==> src/verilog/usbeb_consts.vh <==
// constants shared by the endpoint half-select and event-flag block
`ifndef USBEB_CONSTS_VH
`define USBEB_CONSTS_VH

// ---------------------------------------------------------------
// register byte offsets
// ---------------------------------------------------------------
`define USBEB_OFF_HALF_SEL 12'h018
`define USBEB_OFF_HALF_CFG 12'h01c
`define USBEB_OFF_EVENTS 12'h020
`define USBEB_OFF_NAK_CFG 12'h040
`define USBEB_OFF_EVT_MASK 12'h044

// ---------------------------------------------------------------
// field positions
// ---------------------------------------------------------------
`define USBEB_PIPE_LO 2
`define USBEB_PIPE_HI 9
`define USBEB_EVT_CTRL_OUT 0
`define USBEB_EVT_CTRL_IN 1
`define USBEB_EVT_FRAME 30
`define USBEB_EVT_UNIT 31
`define USBEB_NAK_CTRL_OUT 0
`define USBEB_NAK_CTRL_IN 1
`define USBEB_NAK_GEN_OUT 2
`define USBEB_NAK_GEN_IN 3

// ---------------------------------------------------------------
// writable bits and reset values
// ---------------------------------------------------------------
`define USBEB_HALF_WMASK 32'h000003fc
`define USBEB_EVT_WMASK 32'hc00003ff
`define USBEB_NAK_WMASK 32'h0000000f
`define USBEB_HALF_SEL_RST 8'h00
`define USBEB_HALF_CFG_RST 8'h00
`define USBEB_EVENTS_RST 32'h00000000
`define USBEB_NAK_CFG_RST 4'h0
`define USBEB_EVT_MASK_RST 32'h00000000

// ---------------------------------------------------------------
// timing
// ---------------------------------------------------------------
`define USBEB_CLK_PERIOD_NS 25
`define USBEB_FRAME_NS 1000000
`define USBEB_FRAME_CYC (`USBEB_FRAME_NS / `USBEB_CLK_PERIOD_NS)

`endif

==> src/verilog/usbeb_flags.v <==
// endpoint buffer half select, buffer mode and usb event flags behind apb
//
// What this block does
// - bits 1:0 of half-select and half-mode registers always read zero
// - half-select bits 9:2: zero means buffer 0, one means buffer 1
// - half-mode bits 9:2: zero single buffering, one double buffering
// - single-buffered endpoint keeps its half-select bit when active clears
// - double-buffered endpoint flips its half-select bit when active clears
// - ctrl out flag set on count zero, skip, or good setup
// - with ctrl out nak report on, a ctrl out nak sets flag 0
// - ctrl in flag set on count zero or skip
// - with ctrl in nak report on, a ctrl in nak sets flag 1
// - pipe flags 2..9 set when active clears on count zero or skip
// - with generic out nak report on, out naks set pipe out flags
// - with generic in nak report on, in naks set pipe in flags
// - event flags clear only by writing one; zero leaves them alone
// - frame flag 30 set each millisecond while supply stable and pulled up
// - flag 31 set when any device status change bit becomes set
// - active clears on short packet, count zero, or skip request
// - skip on double-buffered endpoint clears only the selected half
`include "usbeb_consts.vh"
`default_nettype none

module usbeb_flags #(
    parameter FRAME_CYC = `USBEB_FRAME_CYC
) (
    input wire pclk,
    input wire presetn,
    input wire psel,
    input wire penable,
    input wire pwrite,
    input wire [11:0] paddr,
    input wire [31:0] pwdata,
    output reg [31:0] prdata,
    output wire pready,
    output wire pslverr,
    input wire [9:0] ep_count_zero,
    input wire [9:0] ep_short_pkt,
    input wire [9:0] ep_skip_req,
    input wire setup_rx_ok,
    input wire [9:0] ep_nak_tx,
    input wire supply_sense_stable,
    input wire pullup_connected,
    input wire unit_status_set,
    output reg [9:0] active_clear,
    output reg [9:0] active_clear_half,
    output wire [9:0] active_half_select,
    output reg frame_tick,
    output wire usb_irq
);

    // ---------------------------------------------------------------
    // decoding helpers
    // ---------------------------------------------------------------
    localparam [2:0] RD_NONE = 3'd0;
    localparam [2:0] RD_HALF_SEL = 3'd1;
    localparam [2:0] RD_HALF_CFG = 3'd2;
    localparam [2:0] RD_EVENTS = 3'd3;
    localparam [2:0] RD_NAK_CFG = 3'd4;
    localparam [2:0] RD_EVT_MASK = 3'd5;

    // map a byte address to a register code, unmapped gives none
    function [2:0] reg_code;
        input [11:0] addr;
        begin
            if (addr == `USBEB_OFF_HALF_SEL) begin
                reg_code = RD_HALF_SEL;
            end else if (addr == `USBEB_OFF_HALF_CFG) begin
                reg_code = RD_HALF_CFG;
            end else if (addr == `USBEB_OFF_EVENTS) begin
                reg_code = RD_EVENTS;
            end else if (addr == `USBEB_OFF_NAK_CFG) begin
                reg_code = RD_NAK_CFG;
            end else if (addr == `USBEB_OFF_EVT_MASK) begin
                reg_code = RD_EVT_MASK;
            end else begin
                reg_code = RD_NONE;
            end
        end
    endfunction

    // nak report option that governs a given physical endpoint
    function nak_enabled;
        input integer ep;
        input [3:0] cfg;
        begin
            if (ep == `USBEB_EVT_CTRL_OUT) begin
                nak_enabled = cfg[`USBEB_NAK_CTRL_OUT];
            end else if (ep == `USBEB_EVT_CTRL_IN) begin
                nak_enabled = cfg[`USBEB_NAK_CTRL_IN];
            end else if ((ep % 2) == 0) begin
                nak_enabled = cfg[`USBEB_NAK_GEN_OUT];
            end else begin
                nak_enabled = cfg[`USBEB_NAK_GEN_IN];
            end
        end
    endfunction

    // ---------------------------------------------------------------
    // apb slave
    // ---------------------------------------------------------------
    // zero wait states: read data is captured in the setup cycle so
    // that it already sits in a flip-flop during the access phase
    wire setup_ph;
    wire access_ph;
    wire wr_en;
    wire [2:0] acc_code;
    wire [2:0] setup_code;

    assign setup_ph = psel && !penable;
    assign access_ph = psel && penable;
    assign acc_code = reg_code(paddr);
    assign setup_code = acc_code;
    assign wr_en = access_ph && pwrite && (acc_code != RD_NONE);
    assign pready = 1'b1;
    assign pslverr = access_ph && (acc_code == RD_NONE);

    wire wr_half_sel;
    wire wr_half_cfg;
    wire wr_events;
    wire wr_nak_cfg;
    wire wr_evt_mask;

    assign wr_half_sel = wr_en && (acc_code == RD_HALF_SEL);
    assign wr_half_cfg = wr_en && (acc_code == RD_HALF_CFG);
    assign wr_events = wr_en && (acc_code == RD_EVENTS);
    assign wr_nak_cfg = wr_en && (acc_code == RD_NAK_CFG);
    assign wr_evt_mask = wr_en && (acc_code == RD_EVT_MASK);

    // ---------------------------------------------------------------
    // state registers
    // ---------------------------------------------------------------
    reg [31:0] events_q;
    reg [31:0] events_d;
    reg [31:0] evt_mask_q;
    reg [3:0] nak_cfg_q;
    reg [15:0] frame_cnt_q;
    reg [15:0] frame_cnt_d;
    reg frame_hit;

    wire [7:0] sel_pipe;
    wire [7:0] cfg_pipe;
    wire [9:0] hw_clear;
    wire [9:0] set_evt;
    wire [31:0] set_word;
    wire [31:0] clr_word;
    wire [9:0] half_cfg;

    // control endpoint pair is single-buffered: its bits stay zero
    assign active_half_select = {sel_pipe, 2'b00};
    assign half_cfg = {cfg_pipe, 2'b00};

    // ---------------------------------------------------------------
    // active flag clearing
    // ---------------------------------------------------------------
    assign hw_clear = ep_count_zero | ep_short_pkt | ep_skip_req;

    usbeb_half_sel u_half_sel (
        .pclk(pclk),
        .presetn(presetn),
        .wr_sel(wr_half_sel),
        .wr_cfg(wr_half_cfg),
        .wdata(pwdata[`USBEB_PIPE_HI:`USBEB_PIPE_LO]),
        .hw_clear(hw_clear[`USBEB_PIPE_HI:`USBEB_PIPE_LO]),
        .sel_q(sel_pipe),
        .cfg_q(cfg_pipe)
    );

    // the engine owns the descriptor words; it is told which endpoint
    // and which half to deactivate, one cycle after the cause
    always @(posedge pclk or negedge presetn) begin
        if (!presetn) begin
            active_clear <= 10'h000;
            active_clear_half <= 10'h000;
        end else begin
            active_clear <= hw_clear;
            // half named by the select bit before any flip this cycle
            active_clear_half <= hw_clear & active_half_select & half_cfg;
        end
    end

    // ---------------------------------------------------------------
    // endpoint event sources
    // ---------------------------------------------------------------
    genvar e;
    generate
        for (e = 0; e < 10; e = e + 1) begin : g_evt
            wire done_evt;
            wire nak_evt;
            assign done_evt = ep_count_zero[e] | ep_skip_req[e];
            assign nak_evt = ep_nak_tx[e] & nak_enabled(e, nak_cfg_q);
            if (e == `USBEB_EVT_CTRL_OUT) begin : g_co
                // setup reception counts as a ctrl out completion
                assign set_evt[e] = done_evt | setup_rx_ok | nak_evt;
            end else if (e == `USBEB_EVT_CTRL_IN) begin : g_ci
                assign set_evt[e] = done_evt | nak_evt;
            end else begin : g_pp
                assign set_evt[e] = done_evt | nak_evt;
            end
        end
    endgenerate

    // ---------------------------------------------------------------
    // millisecond frame tick
    // ---------------------------------------------------------------
    // counting restarts whenever the device is not attached, so the
    // first tick comes a full period after attach
    wire attached;
    assign attached = supply_sense_stable && pullup_connected;

    always @* begin
        frame_hit = 1'b0;
        frame_cnt_d = frame_cnt_q;
        if (!attached) begin
            frame_cnt_d = 16'h0000;
        end else if (frame_cnt_q == FRAME_CYC[15:0] - 16'h0001) begin
            frame_cnt_d = 16'h0000;
            frame_hit = 1'b1;
        end else begin
            frame_cnt_d = frame_cnt_q + 16'h0001;
        end
    end

    always @(posedge pclk or negedge presetn) begin
        if (!presetn) begin
            frame_cnt_q <= 16'h0000;
            frame_tick <= 1'b0;
        end else begin
            frame_cnt_q <= frame_cnt_d;
            frame_tick <= frame_hit;
        end
    end

    // ---------------------------------------------------------------
    // event flag word
    // ---------------------------------------------------------------
    assign set_word = {unit_status_set, frame_hit, 20'h00000, set_evt};
    // a write of one clears, a write of zero does nothing
    assign clr_word = wr_events ? (pwdata & `USBEB_EVT_WMASK) : 32'h00000000;

    always @* begin
        // a set arriving with its clear wins, so no event is lost
        events_d = ((events_q & ~clr_word) | set_word) & `USBEB_EVT_WMASK;
    end

    always @(posedge pclk or negedge presetn) begin
        if (!presetn) begin
            events_q <= `USBEB_EVENTS_RST;
        end else begin
            events_q <= events_d;
        end
    end

    // ---------------------------------------------------------------
    // option and mask registers
    // ---------------------------------------------------------------
    always @(posedge pclk or negedge presetn) begin
        if (!presetn) begin
            nak_cfg_q <= `USBEB_NAK_CFG_RST;
        end else if (wr_nak_cfg) begin
            nak_cfg_q <= pwdata[3:0];
        end
    end

    always @(posedge pclk or negedge presetn) begin
        if (!presetn) begin
            evt_mask_q <= `USBEB_EVT_MASK_RST;
        end else if (wr_evt_mask) begin
            evt_mask_q <= pwdata & `USBEB_EVT_WMASK;
        end
    end

    // level interrupt, high while any unmasked flag stands
    assign usb_irq = |(events_q & evt_mask_q);

    // ---------------------------------------------------------------
    // read data
    // ---------------------------------------------------------------
    // captured at setup; a flag that sets during the access cycle is
    // seen on the next read, never lost
    reg [31:0] rd_word;

    always @* begin
        rd_word = 32'h00000000;
        case (setup_code)
            RD_HALF_SEL: begin
                rd_word = {22'h000000, active_half_select} & `USBEB_HALF_WMASK;
            end
            RD_HALF_CFG: begin
                rd_word = {22'h000000, half_cfg} & `USBEB_HALF_WMASK;
            end
            RD_EVENTS: begin
                rd_word = events_q;
            end
            RD_NAK_CFG: begin
                rd_word = {28'h0000000, nak_cfg_q};
            end
            RD_EVT_MASK: begin
                rd_word = evt_mask_q;
            end
            default: begin
                rd_word = 32'h00000000;
            end
        endcase
    end

    always @(posedge pclk or negedge presetn) begin
        if (!presetn) begin
            prdata <= 32'h00000000;
        end else if (setup_ph && !pwrite) begin
            prdata <= rd_word;
        end
    end

endmodule

`default_nettype wire

==> src/verilog/usbeb_half_sel.v <==
// per-endpoint buffer half selection and single/double mode bits
`default_nettype none

module usbeb_half_sel (
    input wire pclk,
    input wire presetn,
    input wire wr_sel,
    input wire wr_cfg,
    input wire [7:0] wdata,
    input wire [7:0] hw_clear,
    output reg [7:0] sel_q,
    output reg [7:0] cfg_q
);

    // ---------------------------------------------------------------
    // one slice per non-control endpoint
    // ---------------------------------------------------------------
    genvar i;
    generate
        for (i = 0; i < 8; i = i + 1) begin : g_pipe
            always @(posedge pclk or negedge presetn) begin
                if (!presetn) begin
                    sel_q[i] <= 1'b0;
                end else if (hw_clear[i] && cfg_q[i]) begin
                    // hardware flip wins over a software write in the same cycle
                    sel_q[i] <= ~sel_q[i];
                end else if (wr_sel) begin
                    sel_q[i] <= wdata[i];
                end else begin
                    sel_q[i] <= sel_q[i];
                end
            end

            always @(posedge pclk or negedge presetn) begin
                if (!presetn) begin
                    cfg_q[i] <= 1'b0;
                end else if (wr_cfg) begin
                    cfg_q[i] <= wdata[i];
                end
            end
        end
    endgenerate

endmodule

`default_nettype wire

==> config.mk <==
export PLATFORM = sky130hd
export DESIGN_NAME = usbeb_flags
export DESIGN_NICKNAME = d
export VERILOG_FILES = /design/src/verilog/usbeb_flags.v /design/src/verilog/usbeb_half_sel.v
export VERILOG_INCLUDE_DIRS = /design/src /design/src/verilog
export SDC_FILE = /design/constraint.sdc
export NUM_CORES = 1
export LEC_CHECK = 0
export BUFFER_PORTS_ARGS = -buffer_cell sky130_fd_sc_hd__buf_2
export CAP_MARGIN = 25
export CORE_UTILIZATION = 40
export DETAILED_ROUTE_END_ITERATION = 10
export PLACE_DENSITY = 0.66
export SYNTH_ARGS = -nofsm -noshare
export SYNTH_HDL_FRONTEND = slang
export SYNTH_SLANG_ARGS = --single-unit
==> constraint.sdc <==
create_clock -name pclk -period 2.41 [get_ports pclk]
set_clock_uncertainty 0.15 [all_clocks]
set_input_delay 0.3615 -clock pclk [delete_from_list [all_inputs] [get_ports pclk]]
set_output_delay 0.3615 -clock pclk [all_outputs]
set_load 0.01 [all_outputs]
==> results of run 1 <==
## placed cells by master, fill, tap and decap left out, types with 3 or more instances in the layout
cell / n
clkbuf_8: 10
a311oi_1: 8
nor4_4: 3
xor2_1: 10
a21o_1: 10
conb_1: 25
a221oi_1: 9
o21ai_0: 12
a22o_1: 3
buf_2: 112
a21oi_1: 6
nor3_1: 8
mux2_2: 24
buf_12: 4
nand4_1: 6
and3_1: 13
a311oi_2: 8
and2_1: 11
dfrtp_1: 91
or3_1: 14
nor2_1: 22
inv_1: 9
a211o_1: 9
nand3_1: 18
mux2i_1: 8
buf_4: 20
nand2_1: 17
## cell usage after synthesis, types with 3 or more instances
cell type	number	area, µm²
o21ai_0	12	60.1
xor2_1	10	87.6
dfrtp_1	91	2280
a21o_1	10	75.1
a311oi_2	8	120
buf_4	25	188
a22o_1	3	26.3
nand3_1	18	90.1
nor4_4	3	63.8
a21oi_1	6	30.0
nand4_1	6	37.5
nor3_1	8	40.0
and2_1	11	68.8
inv_1	9	33.8
buf_2	5	25.0
clkbuf_1	7	26.3
nor2_1	22	82.6
and3_1	13	81.3
a211o_1	9	78.8
mux2i_1	8	80.1
mux2_2	24	270
or3_1	14	87.6
nand2_1	17	63.8
a311oi_1	8	70.1
a221oi_1	9	78.8
## layer usage
| layer | part of all wire [%] | wire (µm) | track usage (%) |
|---|---|---|---|
| met5 | 0 | 0 | 0 |
| met4 | 1.0 | 117 | 5.48 |
| met3 | 7.2 | 815 | 4.76 |
| met2 | 49 | 5480 | 32.6 |
| met1 | 43 | 4840 | 27.0 |
## final timing paths
check,startpoint,to,slack [ns],depth (start not counted)
setup / recovery,paddr[4],pslverr,0.12,6
hold / removal,unit_status_set,events_q[31]$_DFF_PN0_,0.02,2
setup reg to reg,frame_cnt_q[2]$_DFF_PN0_,frame_cnt_q[10]$_DFF_PN0_,0.50,4
hold reg to reg,frame_cnt_q[0]$_DFF_PN0_,frame_cnt_q[0]$_DFF_PN0_,0.31,1
max in group asynchronous,presetn,events_q[0]$_DFF_PN0_,1.03,3
min in group asynchronous,presetn,active_clear[9]$_DFF_PN0_,0.41,2
## kinds of logic after synthesis
kind of cell	share of synthesized area [%]
AND/OR/NAND/NOR	16.6
flip-flops	50.6
AO/OA/AOI/OAI	14.0
buffers and inverters	6.95
multiplexers	8.96
XOR/XNOR	2.34
other	0.167
adder cells (fa/ha/maj)	0.278
## through the flow
stage	std cells	hold WS (ns)	power (W)
final	671	0.0180	0.00288
after global routing	671	0.00511	0.00300
after CTS	671	0.00215	0.00291
after detailed placement	654	0.284	0.00181
after global placement	654	0.274	0.00181
after floorplan	420	-0.0841	0.00170
## final cells by class
class                      instances  area, µm²
multi-input combinational        278       1990
tap                              140        175
fill                             985       5400
sequential                        91       2280
clock buffer                      10        138
timing repair buffer             137        801
clock inverter                     6       70.1
inverter                           9       33.8
## flip-flops by register name, summed over array words and instances (netlist names)
register / flops
frame_cnt_q: 16
active_clear_half: 8
frame_tick: 1
u_half_sel.sel_q: 8
nak_cfg_q: 4
active_clear: 10
events_q: 12
prdata: 12
u_half_sel.cfg_q: 8
evt_mask_q: 12
## power groups by stage
stage | Combinational, W | Sequential (W) | Clock (W)
floorplan | 0.000117 | 0.00158 | 0
CTS | 0.000239 | 0.00155 | 0.00112
detailed placement | 0.000237 | 0.00158 | 0
global placement | 0.000231 | 0.00158 | 0
global route | 0.000264 | 0.00155 | 0.00119
finish | 0.000236 | 0.00155 | 0.00110
## worst reg2reg max path, delay by kind of cell (launching register included)
kind	cells	cell delay, ns
AO/OA/AOI/OAI	1	0.50
AND/OR/NAND/NOR	3	0.70
flip-flops	1	0.43
==> flow_metrics.py, run 1 <==
metrics = {
    "status": {
        "status": "finished, final reports clean",
    },
    "cells_and_area": {
        "final_area_um2": 5490,
        "utilization_pct": 50.4,
        "fin_nets": 620,
        "antenna_cells": 0,
        "area_delta_synth_final_pct": 22.0,
        "drive_above_1_share_pct": 36.7,
    },
    "worst_setup_path": {
        "worstSetupEndpointType": "output port",
        "crit_type": "input port to output port",
        "path_cells": "buf_2 -> or4_1 -> a21oi_1 -> o21ai_0 -> and3_1 -> buf_2",
        "crit_required_ns": 1.90,
        "cpMostUsedCell": "buf_2",
        "crit_buf_inv": 2,
        "max_stage_delay_ns": 0.64,
        "crit_arrival_ns": 1.78,
        "crit_family": "simple AND/OR/NAND/NOR gates",
        "cp_max_fo": 5,
        "startpoint_type": "input port",
        "cpMaxStageDelayCell": "or4_1",
    },
    "power_and_ir_drop": {
        "p_sw_w": 0.000735,
        "ir_drop_v": 0.000348,
        "seq_power_share_pct": 53.7,
        "sw_frac_of_total_pct": 25.5,
        "p_leak_nw": 2.63,
        "power.density_nw_per_um2": 525,
        "cellInternalPower_w": 0.00215,
        "clkPwrFrac_pct": 38.1,
        "power_frac_comb_pct": 8.2,
    },
    "yosys": {
        "synth-seq-cells": 91,
        "yosys_warnings": 0,
        "synth_cell_type_count": 54,
        "syn_area_per_cell_um2": 11.3,
        "yosysSeqAreaShare_pct": 50.6,
        "synth_edf_count": 0,
        "synth_flop_cell": "dfrtp_1",
        "synth-async-reset-ratio_pct": 100,
        "syn-instance-count": 397,
        "syn-cell-area_um2": 4500,
    },
    "clock_tree": {
        "clk_pin_slew_ns": 0.09,
        "hold_buffers": 1,
        "clock_path_buffers": 2,
        "clock-sinks": 91,
        "cts-root-buf": "clkbuf_8",
        "cts_post_setup_buffers_inserted": 0,
        "numCtsBuffers": 9,
        "h-tree-depth": 3,
        "insertion_delay_ns": 0.37,
        "cts_resized": 0,
        "cts_tree": "done",
    },
    "timing": {
        "min_period_ns": 2.29,
        "timing.fmax_ghz": 0.436,
        "slew_viol_final": 0,
        "timing.slew.headroom_pct": 56.2,
        "worst_slew_pin_slew_ns": 0.657,
        "hold_violations": 0,
        "fin_tns_setup_ns": 0,
        "final.setup.worst_slack_ns": 0.115,
        "rsz0062_at_grt": "no",
        "fin_crit_sh_pct": 95.2,
        "setup_viol": 0,
    },
    "place": {
        "place_congestion": 0.841,
        "place_area_um2": 5270,
        "dpl.hpwl_um": 8300,
        "place_ws_ns": 0.0519,
        "port_buffers": 113,
    },
    "floorplanning": {
        "die_h_um": 108,
        "initial_core_util_pct": 41.3,
        "core_um2": 10900,
        "placement_rows": 38,
        "die_w_um": 108,
        "dieArea_um2": 11700,
        "ios": 159,
    },
    "detailed_routing": {
        "drc": 0,
        "avgViaCountPerCell": 5.37,
        "drt_pre_antenna_iters": 4,
        "vias": 3604,
        "drt_iter0_drc": 141,
        "detail-route-antenna-nets": 0,
        "drt-total-wl_um": 11200,
        "wire_per_inst_um": 16.8,
    },
    "grt": {
        "grt_util_all_layers_pct": 20.2,
        "grt_antenna_before_repair": 0,
        "grt_overflow": 0,
        "grt_pass1_wl_um": 17800,
        "grt_pass1_vias": 3404,
        "grt_max_degree": 50,
    },
    "run": {
        "maxCapViolations": 0,
    },
    "worst_hold_path": {
        "min_path_type": "input port to flip-flop",
    },
}
Note: power is estimated with default switching activity, not from simulation.
==> inputs of run 2 (changes only) <==
--- a/config.mk
+++ b/config.mk
@@ -11,6 +11,8 @@
 export CORE_UTILIZATION = 40
 export DETAILED_ROUTE_END_ITERATION = 10
 export PLACE_DENSITY = 0.66
+export REMOVE_ABC_BUFFERS = 1
+export SLEW_MARGIN = 25
 export SYNTH_ARGS = -nofsm -noshare
 export SYNTH_HDL_FRONTEND = slang
 export SYNTH_SLANG_ARGS = --single-unit
==> flow_metrics.py, run 2 (same netlist as run 1, synthesis figures left out) <==
metrics = {
    "status": {
        "status": "finished, final reports clean",
    },
    "worst_setup_path": {
        "startpoint_type": "input port",
        "cp_max_fo": 5,
        "cpMostUsedCell": "buf_2",
        "crit_buf_inv": 2,
        "crit_arrival_ns": 1.79,
        "crit_type": "input port to output port",
        "cp-startpoint": "paddr[4]",
        "max_stage_delay_ns": 0.62,
        "cpMaxStageDelayCell": "or4_1",
        "crit_required_ns": 1.90,
        "worstSetupEndpointType": "output port",
        "crit_family": "simple AND/OR/NAND/NOR gates",
        "r2r-start": "frame_cnt_q[2]$_DFF_PN0_",
        "path_cells": "buf_2 -> or4_1 -> a21oi_1 -> o21ai_0 -> and3_1 -> buf_2",
    },
    "timing": {
        "timing.fmax_ghz": 0.434,
        "setup_viol": 0,
        "fin_crit_sh_pct": 95.6,
        "hold_violations": 0,
        "final.setup.worst_slack_ns": 0.107,
        "fin_tns_setup_ns": 0,
        "rsz0062_at_grt": "no",
        "slew_viol_final": 0,
        "min_period_ns": 2.30,
        "worst_slew_pin_slew_ns": 0.566,
        "timing.slew.headroom_pct": 62.3,
    },
    "worst_hold_path": {
        "min_from": "ep_short_pkt[0]",
        "min_path_type": "input port to flip-flop",
    },
    "cells_and_area": {
        "final_area_um2": 5430,
        "area_delta_synth_final_pct": 20.7,
        "largest_register_ffs": 16,
        "regMostFlops": "frame_cnt_q",
        "drive_above_1_share_pct": 36.1,
        "antenna_cells": 0,
        "final_cell_mix": "buf_2, dfrtp_1, conb_1, mux2_2, nor2_1",
        "final_common_cell": "buf_2",
        "fin_nets": 616,
    },
    "clock_tree": {
        "clock-sinks": 91,
        "hold_buffers": 1,
        "h-tree-depth": 3,
        "clock_path_buffers": 2,
        "cts_post_setup_buffers_inserted": 0,
        "cts_resized": 0,
        "clk_pin_slew_ns": 0.08,
        "cts_tree": "done",
        "cts-root-buf": "clkbuf_8",
        "insertion_delay_ns": 0.37,
        "numCtsBuffers": 9,
    },
    "grt": {
        "grt_pass1_vias": 3485,
        "grt_pass1_wl_um": 17600,
        "grt_util_all_layers_pct": 19.9,
        "grt_max_degree": 54,
        "grt_antenna_before_repair": 0,
        "grt_overflow": 0,
    },
    "detailed_routing": {
        "met1_length_um": 4960,
        "drt_iter0_drc": 161,
        "wl_met2_um": 5240,
        "drt_pre_antenna_iters": 4,
        "drt-total-wl_um": 11000,
        "drc": 0,
        "maxUsedRoutingLayer": "met4",
        "detail-route-antenna-nets": 0,
        "avgViaCountPerCell": 5.27,
        "routed-wl-met3_um": 669,
        "vias": 3515,
        "wire_per_inst_um": 16.5,
    },
    "floorplanning": {
        "ios": 159,
        "placement_rows": 38,
        "die_w_um": 108,
        "initial_core_util_pct": 41.3,
        "dieArea_um2": 11700,
        "die_h_um": 108,
        "core_um2": 10900,
    },
    "place": {
        "place_congestion": 0.872,
        "place_ws_ns": 0.103,
        "dpl.hpwl_um": 8200,
        "place_area_um2": 5240,
        "port_buffers": 113,
    },
    "power_and_ir_drop": {
        "ir_drop_v": 0.000224,
        "power.density_nw_per_um2": 503,
        "p_leak_nw": 2.59,
    },
    "run": {
        "maxCapViolations": 0,
    },
}
-- run 2: cell count changes in the layout (fill, tap and decap cells not counted) --
| cell | before | now |
|---|---|---|
| clkbuf_1 | 0 | 1 |
| buf_4 | 20 | 16 |
| clkinv_4 | 2 | 1 |
| bufinv_16 | 1 | 0 |
| clkinvlp_4 | 0 | 3 |
| clkbuf_8 | 10 | 9 |
| clkinv_2 | 1 | 0 |
-- run 2: power breakdown --
part           switching (W)  internal [W]
sequential        0.00000916       0.00154
clock               0.000566      0.000384
combinational       0.000142     0.0000889
total               0.000718       0.00201
-- run 2: path summary, 6_finish.rpt --
kind,end,slack [ns],cells after the start
max in group asynchronous,prdata[2]$_DFFE_PN0P_,1.08,3
worst min register to register,frame_cnt_q[0]$_DFF_PN0_,0.31,1
min in group asynchronous,evt_mask_q[7]$_DFFE_PN0P_,0.37,2
worst min-delay path,active_clear[0]$_DFF_PN0_,0.04,2
worst max-delay path,pslverr,0.11,6
worst max register to register,frame_cnt_q[13]$_DFF_PN0_,0.50,4
-- run 2: cell type report --
| cell class | instances | area, µm² |
|---|---|---|
| clock inverters | 6 | 48.8 |
| multi-input cells | 278 | 1990 |
| repair buffers | 133 | 771 |
| well taps | 140 | 175 |
| flip-flops and latches | 91 | 2280 |
| clock buffers | 10 | 128 |
| inverters | 9 | 33.8 |
| fillers | 1033 | 5460 |
-- run 2: per-stage QoR --
stage / std cells / utilization, % / hold WS, ns / total power, W
2_1_floorplan: 378 / - / -0.0841 / 0.00166
3_3_place_gp: 650 / 48.1 / 0.222 / 0.00180
3_5_place_dp: 650 / 48.1 / 0.228 / 0.00181
4_1_cts: 667 / 49.9 / 0.0301 / 0.00277
5_1_grt: 667 / 49.9 / 0.0429 / 0.00284
6_report: 667 / 49.9 / 0.0380 / 0.00273
-- run 2: routing by layer --
metal  GRT usage (%)  vias to the layer above
li1                -                     1668
met1            26.7                     1703
met2            32.2                      132
met3            3.56                       12
met4            6.85                        0
met5               0                        -
-- run 2: worst register-to-register path, delay by kind of cell, from the launching register on --
kind / cells / cell delay, ns
AOI/OAI and AO/OA: 1 / 0.50
DFF: 1 / 0.43
and+or+nand+nor: 3 / 0.70
